**src/logic/scan_pkg.sv**
```systemverilog
// Shared constants, codes and types for the scan register set
package scan_pkg;

    // Chain lengths
    localparam int IR_LEN  = 8;              // Instruction shift chain
    localparam int BYP_LEN = 1;              // Bypass chain
    localparam int ID_LEN  = 32;             // Identification / mode capture chain
    localparam int BSR_LEN = 135;            // Boundary-scan cells

    // Instruction codes
    localparam logic [7:0] INS_EXTEST   = 8'h00;
    localparam logic [7:0] INS_IDCODE   = 8'h21;
    localparam logic [7:0] INS_SAMPLE   = 8'h05;
    localparam logic [7:0] INS_CLAMP    = 8'h07;
    localparam logic [7:0] INS_HIGHZ    = 8'h03;
    localparam logic [7:0] INS_DUAL_MR  = 8'h25;   // dual_mode_readback_instr
    localparam logic [7:0] INS_THIRD_MR = 8'h29;
    localparam logic [7:0] INS_BYPASS   = 8'hFF;
    localparam logic [7:0] IR_CAPTURE   = 8'h01;   // Fixed pattern loaded at capture-IR

    // Identification word layout
    localparam int ID_REV_LSB = 28;          // Revision 31:28
    localparam int ID_DEV_LSB = 12;          // Device code 27:12
    localparam int ID_VEN_LSB = 1;           // Vendor code 11:1
    // Dual mode word layout
    localparam int DM_SECOND_LSB = 17;       // Second mode word 28:17
    localparam int DM_REPAIR_BIT = 13;       // Repair capable flag
    localparam int DM_FIRST_LSB  = 1;        // First mode word 12:1
    // Third mode word layout
    localparam int TM_THIRD_LSB = 1;         // Third mode word 10:1

    // Register byte offsets
    localparam logic [11:0] OFF_MODE01 = 12'h000;  // First and second mode words
    localparam logic [11:0] OFF_MODE2  = 12'h004;  // Third mode word
    localparam logic [11:0] OFF_IDCFG  = 12'h008;  // Revision, device code, repair flag
    localparam logic [11:0] OFF_STATUS = 12'h00C;  // Read-only scan state

    // Register field positions
    localparam int MODE01_SECOND_LSB = 12;
    localparam int IDCFG_DEV_LSB     = 4;
    localparam int IDCFG_REPAIR_BIT  = 20;
    localparam int STAT_STATE_LSB    = 8;
    localparam int STAT_HIGHZ_BIT    = 24;
    localparam int STAT_DRIVE_BIT    = 25;

    // Register reset values
    localparam logic [23:0] MODE01_RST = 24'h000000;
    localparam logic [9:0]  MODE2_RST  = 10'h000;
    localparam logic [3:0]  REV_RST    = 4'h0;
    localparam logic [15:0] DEV_RST    = 16'h5A3C;     // Arbitrary neutral device code
    localparam logic [10:0] VENDOR_ID  = 11'h3A1;      // Arbitrary neutral vendor code

    // Bus responses
    localparam logic [1:0] RESP_OKAY   = 2'h0;
    localparam logic [1:0] RESP_SLVERR = 2'h2;

    // Test state machine, one-hot
    typedef enum logic [15:0] {
        ST_RESET   = 16'h0001,
        ST_IDLE    = 16'h0002,
        ST_SEL_DR  = 16'h0004,
        ST_CAP_DR  = 16'h0008,
        ST_SH_DR   = 16'h0010,
        ST_EX1_DR  = 16'h0020,
        ST_PAU_DR  = 16'h0040,
        ST_EX2_DR  = 16'h0080,
        ST_UPD_DR  = 16'h0100,
        ST_SEL_IR  = 16'h0200,
        ST_CAP_IR  = 16'h0400,
        ST_SH_IR   = 16'h0800,
        ST_EX1_IR  = 16'h1000,
        ST_PAU_IR  = 16'h2000,
        ST_EX2_IR  = 16'h4000,
        ST_UPD_IR  = 16'h8000
    } tap_state_t;

    // Data chain selected by an instruction
    typedef enum logic [2:0] {
        SEL_BYPASS = 3'h1,
        SEL_ID     = 3'h2,
        SEL_BSR    = 3'h4
    } chain_sel_t;

endpackage : scan_pkg

```
**src/logic/scan_register_set.sv**
```systemverilog
// Scan instruction and data chains with an AXI4-Lite side port
//
// Contract
// - Chains of 8, 1, 32 and 135 bits
// - Extest and sample capture ring, route boundary
// - Identification code loads word, routes 32-bit chain
// - Clamp: bypass routed, pins from boundary cells
// - High-Z: bypass routed, all outputs floated
// - Dual readback loads first and second words
// - Third readback loads third mode word
// - Bypass code routes single bypass bit
// - Sample, identification, readback and bypass codes leave normal operation undisturbed
// - Identification bits 31:28 hold revision
// - Identification bits 27:12 hold device code
// - Identification bits 11:1 hold vendor code
// - Identification bit 0 always one
// - Dual word bits 31:29, 16:14 zero
// - Dual word bits 28:17 second mode word
// - Dual word bit 13 repair flag
// - Dual bits 12:1 first word, bit0 one
// - Third word bits 10:1 hold register
// - Third word bit 0 always one
// - Boundary cells ordered one to 135
// - Identification active after reset and test-reset
// - New instruction acts only at update-IR
//
// Added by the designer: the address map and the AXI4-Lite register port.
`timescale 1ns/1ps

module scan_register_set
    import scan_pkg::*;
#(
    parameter int BSR_W = BSR_LEN           // Boundary chain length
) (
    // Clock and reset
    input  wire logic               sys_clk,
    input  wire logic               rst_n,
    // Test port pins
    input  wire logic               tck,
    input  wire logic               tms,
    input  wire logic               tdi,
    output logic                    tdo,
    output logic                    tdo_oe,
    // Ball ring
    input  wire logic [BSR_W-1:0]   ring_in,
    input  wire logic [BSR_W-1:0]   core_out,
    input  wire logic [BSR_W-1:0]   core_oe,
    output logic                    [BSR_W-1:0] pin_out,
    output logic                    [BSR_W-1:0] pin_oe,
    // AXI4-Lite write channels
    input  wire logic [11:0]        s_axi_awaddr,
    input  wire logic               s_axi_awvalid,
    output logic                    s_axi_awready,
    input  wire logic [31:0]        s_axi_wdata,
    input  wire logic [3:0]         s_axi_wstrb,
    input  wire logic               s_axi_wvalid,
    output logic                    s_axi_wready,
    output logic [1:0]              s_axi_bresp,
    output logic                    s_axi_bvalid,
    input  wire logic               s_axi_bready,
    // AXI4-Lite read channels
    input  wire logic [11:0]        s_axi_araddr,
    input  wire logic               s_axi_arvalid,
    output logic                    s_axi_arready,
    output logic [31:0]             s_axi_rdata,
    output logic [1:0]              s_axi_rresp,
    output logic                    s_axi_rvalid,
    input  wire logic               s_axi_rready
);

    // Map an instruction to its data chain; unknown codes fall to bypass
    function automatic chain_sel_t chain_of(input logic [7:0] ins);
        if (ins == INS_EXTEST || ins == INS_SAMPLE) begin
            return SEL_BSR;
        end else if (ins == INS_IDCODE || ins == INS_DUAL_MR || ins == INS_THIRD_MR) begin
            return SEL_ID;
        end else begin
            return SEL_BYPASS;
        end
    endfunction : chain_of

    // Merge a write into a register word under byte enables
    function automatic logic [31:0] merge_strb(input logic [31:0] old_v,
                                               input logic [31:0] new_v,
                                               input logic [3:0]  strb);
        logic [31:0] res;
        res = old_v;
        for (int i = 0; i < 4; i++) begin
            if (strb[i]) begin
                res[i*8 +: 8] = new_v[i*8 +: 8];
            end
        end
        return res;
    endfunction : merge_strb

    // Software-visible state
    logic [23:0]        mode01_q;             // Second word high, first word low
    logic [9:0]         mode2_q;              // Third mode word
    logic [3:0]         rev_q;                // Revision field
    logic [15:0]        dev_q;                // Device code field
    logic               repair_capable_flag_q;
    logic [31:0]        mode01_m;             // Mode word after byte enables
    logic [31:0]        mode2_m;              // Third word after byte enables
    logic [31:0]        idcfg_m;              // Identity fields after byte enables

    // Pin synchronisers
    logic [2:0]         tck_s_q;
    logic [2:0]         tms_s_q;
    logic [2:0]         tdi_s_q;
    logic               tck_lvl_q;            // Settled test clock level
    logic               tms_lvl_q;
    logic               tdi_lvl_q;
    logic [BSR_W-1:0]   ring_s1_q;
    logic [BSR_W-1:0]   ring_s2_q;
    logic [BSR_W-1:0]   ring_s3_q;
    logic [BSR_W-1:0]   ring_lvl_q;           // Settled ring snapshot source
    logic               tck_rise;
    logic               tck_fall;

    // Scan state
    tap_state_t         state_q;
    tap_state_t         state_d;
    logic [IR_LEN-1:0]  ir_sh_q;              // Instruction shift stage
    logic [IR_LEN-1:0]  ir_act_q;             // Active instruction
    logic               byp_q;                // Bypass bit
    logic [ID_LEN-1:0]  id_sh_q;              // Identification / mode chain
    logic [BSR_W-1:0]   bsr_sh_q;             // Boundary shift stage
    logic [BSR_W-1:0]   bsr_upd_q;            // Boundary update stage
    chain_sel_t         sel;
    logic               ring_drive;           // Pins follow boundary cells
    logic               ring_float;           // Pins forced off

    // AXI bookkeeping
    logic               aw_held_q;
    logic [11:0]        aw_addr_q;
    logic               w_held_q;
    logic [31:0]        w_data_q;
    logic [3:0]         w_strb_q;

    assign sel        = chain_of(ir_act_q);
    assign ring_drive = (ir_act_q == INS_EXTEST) || (ir_act_q == INS_CLAMP);
    assign ring_float = (ir_act_q == INS_HIGHZ);
    assign tck_rise   = !tck_lvl_q && tck_s_q[1] && tck_s_q[2];
    assign tck_fall   = tck_lvl_q && !tck_s_q[1] && !tck_s_q[2];
    // Merged write words; only the held low bits of each are kept
    assign mode01_m   = merge_strb({8'h00, mode01_q}, w_data_q, w_strb_q);
    assign mode2_m    = merge_strb({22'h000000, mode2_q}, w_data_q, w_strb_q);
    assign idcfg_m    = merge_strb({11'h000, repair_capable_flag_q, dev_q, rev_q},
                                   w_data_q, w_strb_q);

    // Three-stage synchronisers; a level counts once stages two and three agree
    always_ff @(posedge sys_clk) begin
        if (!rst_n) begin
            tck_s_q   <= 3'h0;
            tms_s_q   <= 3'h7;
            tdi_s_q   <= 3'h7;
            tck_lvl_q <= 1'b0;
            tms_lvl_q <= 1'b1;
            tdi_lvl_q <= 1'b1;
        end else begin
            tck_s_q <= {tck_s_q[1:0], tck};
            tms_s_q <= {tms_s_q[1:0], tms};
            tdi_s_q <= {tdi_s_q[1:0], tdi};
            if (tck_s_q[1] == tck_s_q[2]) begin
                tck_lvl_q <= tck_s_q[2];
            end
            if (tms_s_q[1] == tms_s_q[2]) begin
                tms_lvl_q <= tms_s_q[2];
            end
            if (tdi_s_q[1] == tdi_s_q[2]) begin
                tdi_lvl_q <= tdi_s_q[2];
            end
        end
    end

    // Ring synchroniser; a ball in transition keeps its last settled level until stages two and three agree
    always_ff @(posedge sys_clk) begin
        if (!rst_n) begin
            ring_s1_q  <= '0;
            ring_s2_q  <= '0;
            ring_s3_q  <= '0;
            ring_lvl_q <= '0;
        end else begin
            ring_s1_q  <= ring_in;
            ring_s2_q  <= ring_s1_q;
            ring_s3_q  <= ring_s2_q;
            ring_lvl_q <= (~(ring_s2_q ^ ring_s3_q) & ring_s3_q)
                        | ((ring_s2_q ^ ring_s3_q) & ring_lvl_q);
        end
    end

    // Next test state from the settled mode select
    always_comb begin
        state_d = state_q;
        case (state_q)
            ST_RESET:  state_d = tms_lvl_q ? ST_RESET  : ST_IDLE;
            ST_IDLE:   state_d = tms_lvl_q ? ST_SEL_DR : ST_IDLE;
            ST_SEL_DR: state_d = tms_lvl_q ? ST_SEL_IR : ST_CAP_DR;
            ST_CAP_DR: state_d = tms_lvl_q ? ST_EX1_DR : ST_SH_DR;
            ST_SH_DR:  state_d = tms_lvl_q ? ST_EX1_DR : ST_SH_DR;
            ST_EX1_DR: state_d = tms_lvl_q ? ST_UPD_DR : ST_PAU_DR;
            ST_PAU_DR: state_d = tms_lvl_q ? ST_EX2_DR : ST_PAU_DR;
            ST_EX2_DR: state_d = tms_lvl_q ? ST_UPD_DR : ST_SH_DR;
            ST_UPD_DR: state_d = tms_lvl_q ? ST_SEL_DR : ST_IDLE;
            ST_SEL_IR: state_d = tms_lvl_q ? ST_RESET  : ST_CAP_IR;
            ST_CAP_IR: state_d = tms_lvl_q ? ST_EX1_IR : ST_SH_IR;
            ST_SH_IR:  state_d = tms_lvl_q ? ST_EX1_IR : ST_SH_IR;
            ST_EX1_IR: state_d = tms_lvl_q ? ST_UPD_IR : ST_PAU_IR;
            ST_PAU_IR: state_d = tms_lvl_q ? ST_EX2_IR : ST_PAU_IR;
            ST_EX2_IR: state_d = tms_lvl_q ? ST_UPD_IR : ST_SH_IR;
            ST_UPD_IR: state_d = tms_lvl_q ? ST_SEL_DR : ST_IDLE;
            default:   state_d = ST_RESET;
        endcase
    end

    // Test state advances on each settled test clock rise
    always_ff @(posedge sys_clk) begin
        if (!rst_n) begin
            state_q <= ST_RESET;
        end else if (tck_rise) begin
            state_q <= state_d;
        end
    end

    // Instruction chain; the active code changes only at update-IR or test-logic-reset
    always_ff @(posedge sys_clk) begin
        if (!rst_n) begin
            ir_sh_q  <= INS_IDCODE;
            ir_act_q <= INS_IDCODE;
        end else if (tck_rise) begin
            if (state_q == ST_RESET) begin
                ir_act_q <= INS_IDCODE;
            end else if (state_q == ST_CAP_IR) begin
                ir_sh_q <= IR_CAPTURE;
            end else if (state_q == ST_SH_IR) begin
                ir_sh_q <= {tdi_lvl_q, ir_sh_q[IR_LEN-1:1]};
            end else if (state_q == ST_UPD_IR) begin
                ir_act_q <= ir_sh_q;
            end
        end
    end

    // Bypass bit captures zero and shifts one place
    always_ff @(posedge sys_clk) begin
        if (!rst_n) begin
            byp_q <= 1'b0;
        end else if (tck_rise && sel == SEL_BYPASS) begin
            if (state_q == ST_CAP_DR) begin
                byp_q <= 1'b0;
            end else if (state_q == ST_SH_DR) begin
                byp_q <= tdi_lvl_q;
            end
        end
    end

    // Identification chain: capture word depends on the active code
    always_ff @(posedge sys_clk) begin
        if (!rst_n) begin
            id_sh_q <= '0;
        end else if (tck_rise && sel == SEL_ID) begin
            if (state_q == ST_CAP_DR) begin
                if (ir_act_q == INS_DUAL_MR) begin
                    id_sh_q <= '0;
                    id_sh_q[DM_SECOND_LSB +: 12] <= mode01_q[MODE01_SECOND_LSB +: 12];
                    id_sh_q[DM_REPAIR_BIT] <= repair_capable_flag_q;
                    id_sh_q[DM_FIRST_LSB +: 12] <= mode01_q[11:0];
                    id_sh_q[0] <= 1'b1;
                end else if (ir_act_q == INS_THIRD_MR) begin
                    // Undefined upper bits are captured as zero
                    id_sh_q <= '0;
                    id_sh_q[TM_THIRD_LSB +: 10] <= mode2_q;
                    id_sh_q[0] <= 1'b1;
                end else begin
                    id_sh_q[ID_REV_LSB +: 4]  <= rev_q;
                    id_sh_q[ID_DEV_LSB +: 16] <= dev_q;
                    id_sh_q[ID_VEN_LSB +: 11] <= VENDOR_ID;
                    id_sh_q[0] <= 1'b1;
                end
            end else if (state_q == ST_SH_DR) begin
                id_sh_q <= {tdi_lvl_q, id_sh_q[ID_LEN-1:1]};
            end
        end
    end

    // Boundary chain: cell one sits next to the serial output
    always_ff @(posedge sys_clk) begin
        if (!rst_n) begin
            bsr_sh_q <= '0;
        end else if (tck_rise && sel == SEL_BSR) begin
            if (state_q == ST_CAP_DR) begin
                bsr_sh_q <= ring_lvl_q;
            end else if (state_q == ST_SH_DR) begin
                bsr_sh_q <= {tdi_lvl_q, bsr_sh_q[BSR_W-1:1]};
            end
        end
    end

    // Boundary update stage holds preloaded drive values
    always_ff @(posedge sys_clk) begin
        if (!rst_n) begin
            bsr_upd_q <= '0;
        end else if (tck_rise && sel == SEL_BSR && state_q == ST_UPD_DR) begin
            bsr_upd_q <= bsr_sh_q;
        end
    end

    // Serial output changes on the falling test clock, enabled only while shifting
    always_ff @(posedge sys_clk) begin
        if (!rst_n) begin
            tdo    <= 1'b0;
            tdo_oe <= 1'b0;
        end else if (tck_fall) begin
            tdo_oe <= (state_q == ST_SH_DR) || (state_q == ST_SH_IR);
            if (state_q == ST_SH_IR) begin
                tdo <= ir_sh_q[0];
            end else if (sel == SEL_BSR) begin
                tdo <= bsr_sh_q[0];
            end else if (sel == SEL_ID) begin
                tdo <= id_sh_q[0];
            end else begin
                tdo <= byp_q;
            end
        end
    end

    // Ball drivers: mission path unless clamp, extest or high-z takes over
    always_ff @(posedge sys_clk) begin
        if (!rst_n) begin
            pin_out <= '0;
            pin_oe  <= '0;
        end else if (ring_float) begin
            pin_out <= core_out;
            pin_oe  <= '0;
        end else if (ring_drive) begin
            pin_out <= bsr_upd_q;
            pin_oe  <= '1;
        end else begin
            pin_out <= core_out;
            pin_oe  <= core_oe;
        end
    end

    // Write address and data are taken independently, one write at a time
    always_ff @(posedge sys_clk) begin
        if (!rst_n) begin
            s_axi_awready <= 1'b0;
            s_axi_wready  <= 1'b0;
            aw_held_q     <= 1'b0;
            w_held_q      <= 1'b0;
            aw_addr_q     <= 12'h000;
            w_data_q      <= 32'h00000000;
            w_strb_q      <= 4'h0;
        end else begin
            if (s_axi_awvalid && s_axi_awready) begin
                aw_held_q     <= 1'b1;
                aw_addr_q     <= s_axi_awaddr;
                s_axi_awready <= 1'b0;
            end else if (aw_held_q && w_held_q && !s_axi_bvalid) begin
                aw_held_q <= 1'b0;
            end else if (!aw_held_q && !s_axi_bvalid) begin
                s_axi_awready <= 1'b1;
            end
            if (s_axi_wvalid && s_axi_wready) begin
                w_held_q     <= 1'b1;
                w_data_q     <= s_axi_wdata;
                w_strb_q     <= s_axi_wstrb;
                s_axi_wready <= 1'b0;
            end else if (aw_held_q && w_held_q && !s_axi_bvalid) begin
                w_held_q <= 1'b0;
            end else if (!w_held_q && !s_axi_bvalid) begin
                s_axi_wready <= 1'b1;
            end
        end
    end

    // Register writes and the write response
    always_ff @(posedge sys_clk) begin
        if (!rst_n) begin
            s_axi_bvalid          <= 1'b0;
            s_axi_bresp           <= RESP_OKAY;
            mode01_q              <= MODE01_RST;
            mode2_q               <= MODE2_RST;
            rev_q                 <= REV_RST;
            dev_q                 <= DEV_RST;
            repair_capable_flag_q <= 1'b0;
        end else if (aw_held_q && w_held_q && !s_axi_bvalid) begin
            s_axi_bvalid <= 1'b1;
            s_axi_bresp  <= RESP_OKAY;
            if (aw_addr_q == OFF_MODE01) begin
                mode01_q <= mode01_m[23:0];
            end else if (aw_addr_q == OFF_MODE2) begin
                mode2_q <= mode2_m[9:0];
            end else if (aw_addr_q == OFF_IDCFG) begin
                {repair_capable_flag_q, dev_q, rev_q} <= idcfg_m[20:0];
            end else if (aw_addr_q == OFF_STATUS) begin
                s_axi_bresp <= RESP_OKAY;                         // Read-only, write ignored
            end else begin
                s_axi_bresp <= RESP_SLVERR;                       // Unmapped
            end
        end else if (s_axi_bvalid && s_axi_bready) begin
            s_axi_bvalid <= 1'b0;
        end
    end

    // Reads answer one cycle after the address is taken
    always_ff @(posedge sys_clk) begin
        if (!rst_n) begin
            s_axi_arready <= 1'b0;
            s_axi_rvalid  <= 1'b0;
            s_axi_rdata   <= 32'h00000000;
            s_axi_rresp   <= RESP_OKAY;
        end else if (s_axi_arvalid && s_axi_arready) begin
            s_axi_arready <= 1'b0;
            s_axi_rvalid  <= 1'b1;
            s_axi_rresp   <= RESP_OKAY;
            s_axi_rdata   <= 32'h00000000;
            if (s_axi_araddr == OFF_MODE01) begin
                s_axi_rdata[23:0] <= mode01_q;
            end else if (s_axi_araddr == OFF_MODE2) begin
                s_axi_rdata[9:0] <= mode2_q;
            end else if (s_axi_araddr == OFF_IDCFG) begin
                s_axi_rdata[20:0] <= {repair_capable_flag_q, dev_q, rev_q};
            end else if (s_axi_araddr == OFF_STATUS) begin
                s_axi_rdata[IR_LEN-1:0]          <= ir_act_q;
                s_axi_rdata[STAT_STATE_LSB +: 16] <= state_q;
                s_axi_rdata[STAT_HIGHZ_BIT]       <= ring_float;
                s_axi_rdata[STAT_DRIVE_BIT]       <= ring_drive;
            end else begin
                s_axi_rresp <= RESP_SLVERR;
            end
        end else if (s_axi_rvalid && s_axi_rready) begin
            s_axi_rvalid <= 1'b0;
        end else if (!s_axi_rvalid) begin
            s_axi_arready <= 1'b1;
        end
    end

endmodule : scan_register_set

```
**config.mk**
```make
export PLATFORM = sky130hd
export DESIGN_NAME = scan_register_set
export DESIGN_NICKNAME = d
export VERILOG_FILES = /design/src/logic/scan_pkg.sv /design/src/logic/scan_register_set.sv
export SDC_FILE = /design/constraint.sdc
export NUM_CORES = 2
export LEC_CHECK = 0
export ABC_AREA = 1
export BUFFER_PORTS_ARGS = -buffer_cell sky130_fd_sc_hd__buf_2
export CORE_AREA = 8 8 303 305
export DETAILED_ROUTE_END_ITERATION = 8
export DIE_AREA = 0 0 311 313
export PLACE_DENSITY = 0.75
export REMOVE_ABC_BUFFERS = 1
export SETUP_SLACK_MARGIN = 0.05
export SLEW_MARGIN = 20
export SYNTH_ARGS = -nofsm -noshare
export SYNTH_HDL_FRONTEND = slang
export SYNTH_SLANG_ARGS = --single-unit
```
**constraint.sdc**
```tcl
create_clock -name sys_clk -period 1.85 [get_ports sys_clk]
set_input_delay 0.37 -clock sys_clk [delete_from_list [all_inputs] [get_ports sys_clk]]
set_output_delay 0.37 -clock sys_clk [all_outputs]
set_load 0.02 [all_outputs]
```
==> impl_metrics.toml <==
[status]
outcome = "finished with violations"
violations = "negative setup slack"

[final_layout]
multi_input_area_um2 = 15800
design_area_um2 = 61700
areaGrowthSynthToFinish_pct = 37.7
fin_cells = 8417
ff_latch_area_um2 = 25800
drive_gt1_share_pct = 19.8
fin_util_pct = 70.6
fillCellCount = 6159
nets = 7614

[global_route]
grt_start_max_net_pins = 114
grt_remaining_overflow = 0
grt_use_total_pct = 28.4
grt_pass1_vias = 42100
grt_pass1_wl_mm = 225
antenna_found_initial = 24

[worst_hold_path]
hp-class = "in2reg"

[floorplanning]
die_x_um = 311
fp.coreArea_um2 = 87300
start_util_pct = 51.3
fp.dieH_um = 313
die_area_um2 = 97300
rows = 109
pin_count = 788

[critical_path]
path_cells = "nor2_4 -> nand2_4 -> nor2_8 -> nand3_2 -> nand2_4 -> nand3_4 -> buf_12 -> nor2_1 -> nor2_1"
r2r-start = "state_q[12]"
reg2regPathDepth = 9
path_max_fanout = 85
critical_path_class = "reg2reg"
crit_path_end = "bsr_sh_q[21]"
start_kind = "flip-flop"
worst_path_dominant_cell_family = "simple AND/OR/NAND/NOR gates"
cp.buffers_inverters = 1
crit_slowest_cell = "dfxtp_2"
startpoint = "state_q[12]"
critical_path_depth = 9
r2r-end = "bsr_sh_q[21]"
slowest_delay_ns = 0.33
worst_ep_arrival_time_ns = 2.58
critPathCaptureType = "flip-flop"
reg2reg_slack_ns = -0.11
worst_ep_required_time_ns = 2.46

[cts]
insertion_delay_ns = 0.73
root_buffer = "clkbuf_16"
cts_made_buffers = 130
clk_pin_slew_worst_paths_ns = 0.07
cts.htree.levels = 4
cts.sinks = 1288
clockBufferDepth = 3
cts_tree = "done"

[placement]
placed_area_um2 = 51400
numPlacedInstances = 7671
dp_hpwl_mm = 90.8
port_buffers = 770
globalplace.congestion = 0.915
dp_slack_ns = -0.0348

[synth]
ys_seq_area_share_pct = 57.6
ys.flop_type = "dfxtp_1"
netlist-cell-type-count = 38
synthSimpleGateAreaFrac_pct = 22.8
yosysTopAreaCell = "dfxtp_1"
yosysMostFrequentCell = "nor2_1"
synth_compound_area_share_pct = 11.5
syn-cell-area_um2 = 44800
synth_area_leaders = "dfxtp_1 (58%), nor2_1 (11%), nand2_1 (9.2%)"
synth_top_family_by_area = "simple AND/OR/NAND/NOR gates"
synth_edf_count = 0
syn_inst = 5804
synth_common_cells = "nor2_1 (1356), dfxtp_1 (1288), nand2_1 (1094)"
muxShareOfSynthArea_pct = 0
synth_seq_cells = 1288
ys_async_sr_fraction_pct = 0
synthXorXnorAreaFrac_pct = 0
syn_avg_cell_area_um2 = 7.72
synthAdderAreaFrac_pct = 0
netlist.area_leader.share_pct = 57.6
ys.warnings.count = 0

[timing]
slew_violations = 0
layout_min_cycle_time_ns = 1.96
rsz0062_at_grt = "true"
worst_pin_slew_ns = 0.944
min_period_over_period_pct = 106
fin_hold_ws_ns = 0.0675
fmax_mhz = 509
hold_viol_final = 0
fin_tns_setup_ns = -1.47
setup_ws_ns = -0.114
skew_ns = 0.0258
setup_violations = 62
max_slew_margin_pct = 36.8

[detailed_routing]
avgViaCountPerCell = 5.19
drc_errors = 0
post_drt_wl_per_cell_um = 18.4
drtIter0Drc = 4654
drtPass1Iterations = 6
vias = 43700
drtAntennaViolNets = 0
drt-total-wl_mm = 155

[pwr]
power_mw = 59.3
ir_drop_v = 0.000843
p_leak_nw = 31.0
p_per_area_nw_per_um2 = 962

[run]
drv_cap = 0
-- layout make-up --
cell class	count	share of cell area (%)
repair inverters	2	0.0365
clock inverters	38	0.617
repair buffers	1524	19.6
diodes	19	0.0771
well taps	1165	2.36
flip-flops and latches	1288	41.8
clock buffers	188	6.29
inverters	563	3.49
multi-input cells	3630	25.6
-- cells in the final DEF, fill, tap and decap left out, types with 30 or more instances in the layout --
cell type / count
buf_12: 60
o21ai_0: 493
buf_4: 200
o21ai_2: 47
o21ai_1: 139
a21oi_1: 293
nand3_1: 68
nor2_1: 1337
clkbuf_16: 158
dlygate4sd3_1: 442
dfxtp_1: 1280
nand4_1: 34
inv_1: 546
clkbuf_8: 30
nand2_1: 1079
buf_2: 769
-- per-layer routing --
| layer | routed length (um) | track usage [%] | share of wire [%] |
|---|---|---|---|
| met3 | 11400 | 5.85 | 7.4 |
| met2 | 75300 | 49.7 | 49 |
| met4 | 9150 | 16.1 | 5.9 |
| met5 | 27 | 0 | 0.017 |
| met1 | 58600 | 32.3 | 38 |
-- kinds of logic after synthesis --
group / after synthesis
DFF: 1288
buffers and inverters: 893
and+or+nand+nor: 2609
AOI/OAI and AO/OA: 1013
other: 1
-- worst min path at each step --
stage	endpoint	from	depth (start not counted)	slack (ns)
floorplan	ring_s2_q[0]	ring_s1_q[0]	2	0.39
global placement	ring_s2_q[41]	ring_s1_q[41]	2	0.39
detailed placement	ring_s2_q[77]	ring_s1_q[77]	2	0.40
CTS	pin_out[101]	core_out[101]	3	0.009
global route	w_data_q[6]	s_axi_wdata[6]	3	0.06
finish	pin_out[4]	core_out[4]	3	0.07
-- what timing repair did --
item                                   4_1_cts  5_1_grt
setup endpoints to repair                  179      486
cloned                                       4       26
pin swaps                                    7       62
buffers inserted                            10       20
endpoints found under the hold margin      443        0
hold buffers                               442        0
gates resized for setup                     28      216
-- where the power goes --
| group | switching (mW) | total (mW) | internal, mW |
|---|---|---|---|
| sequential | 0.343 | 28.9 | 28.5 |
| combinational | 2.29 | 4.10 | 1.81 |
| clock | 10.9 | 26.3 | 15.4 |
| total | 13.6 | 59.3 | 45.7 |
-- worst reg2reg max path, cell delays in order, from the launching register on --
cell	delay, ns
dfxtp_2	0.33
nor2_4	0.14
nand2_4	0.10
nor2_8	0.17
nand3_2	0.12
nand2_4	0.13
nand3_4	0.12
buf_12	0.21
nor2_1	0.44
nor2_1	0.08
Note: power is estimated with default switching activity, not from simulation.
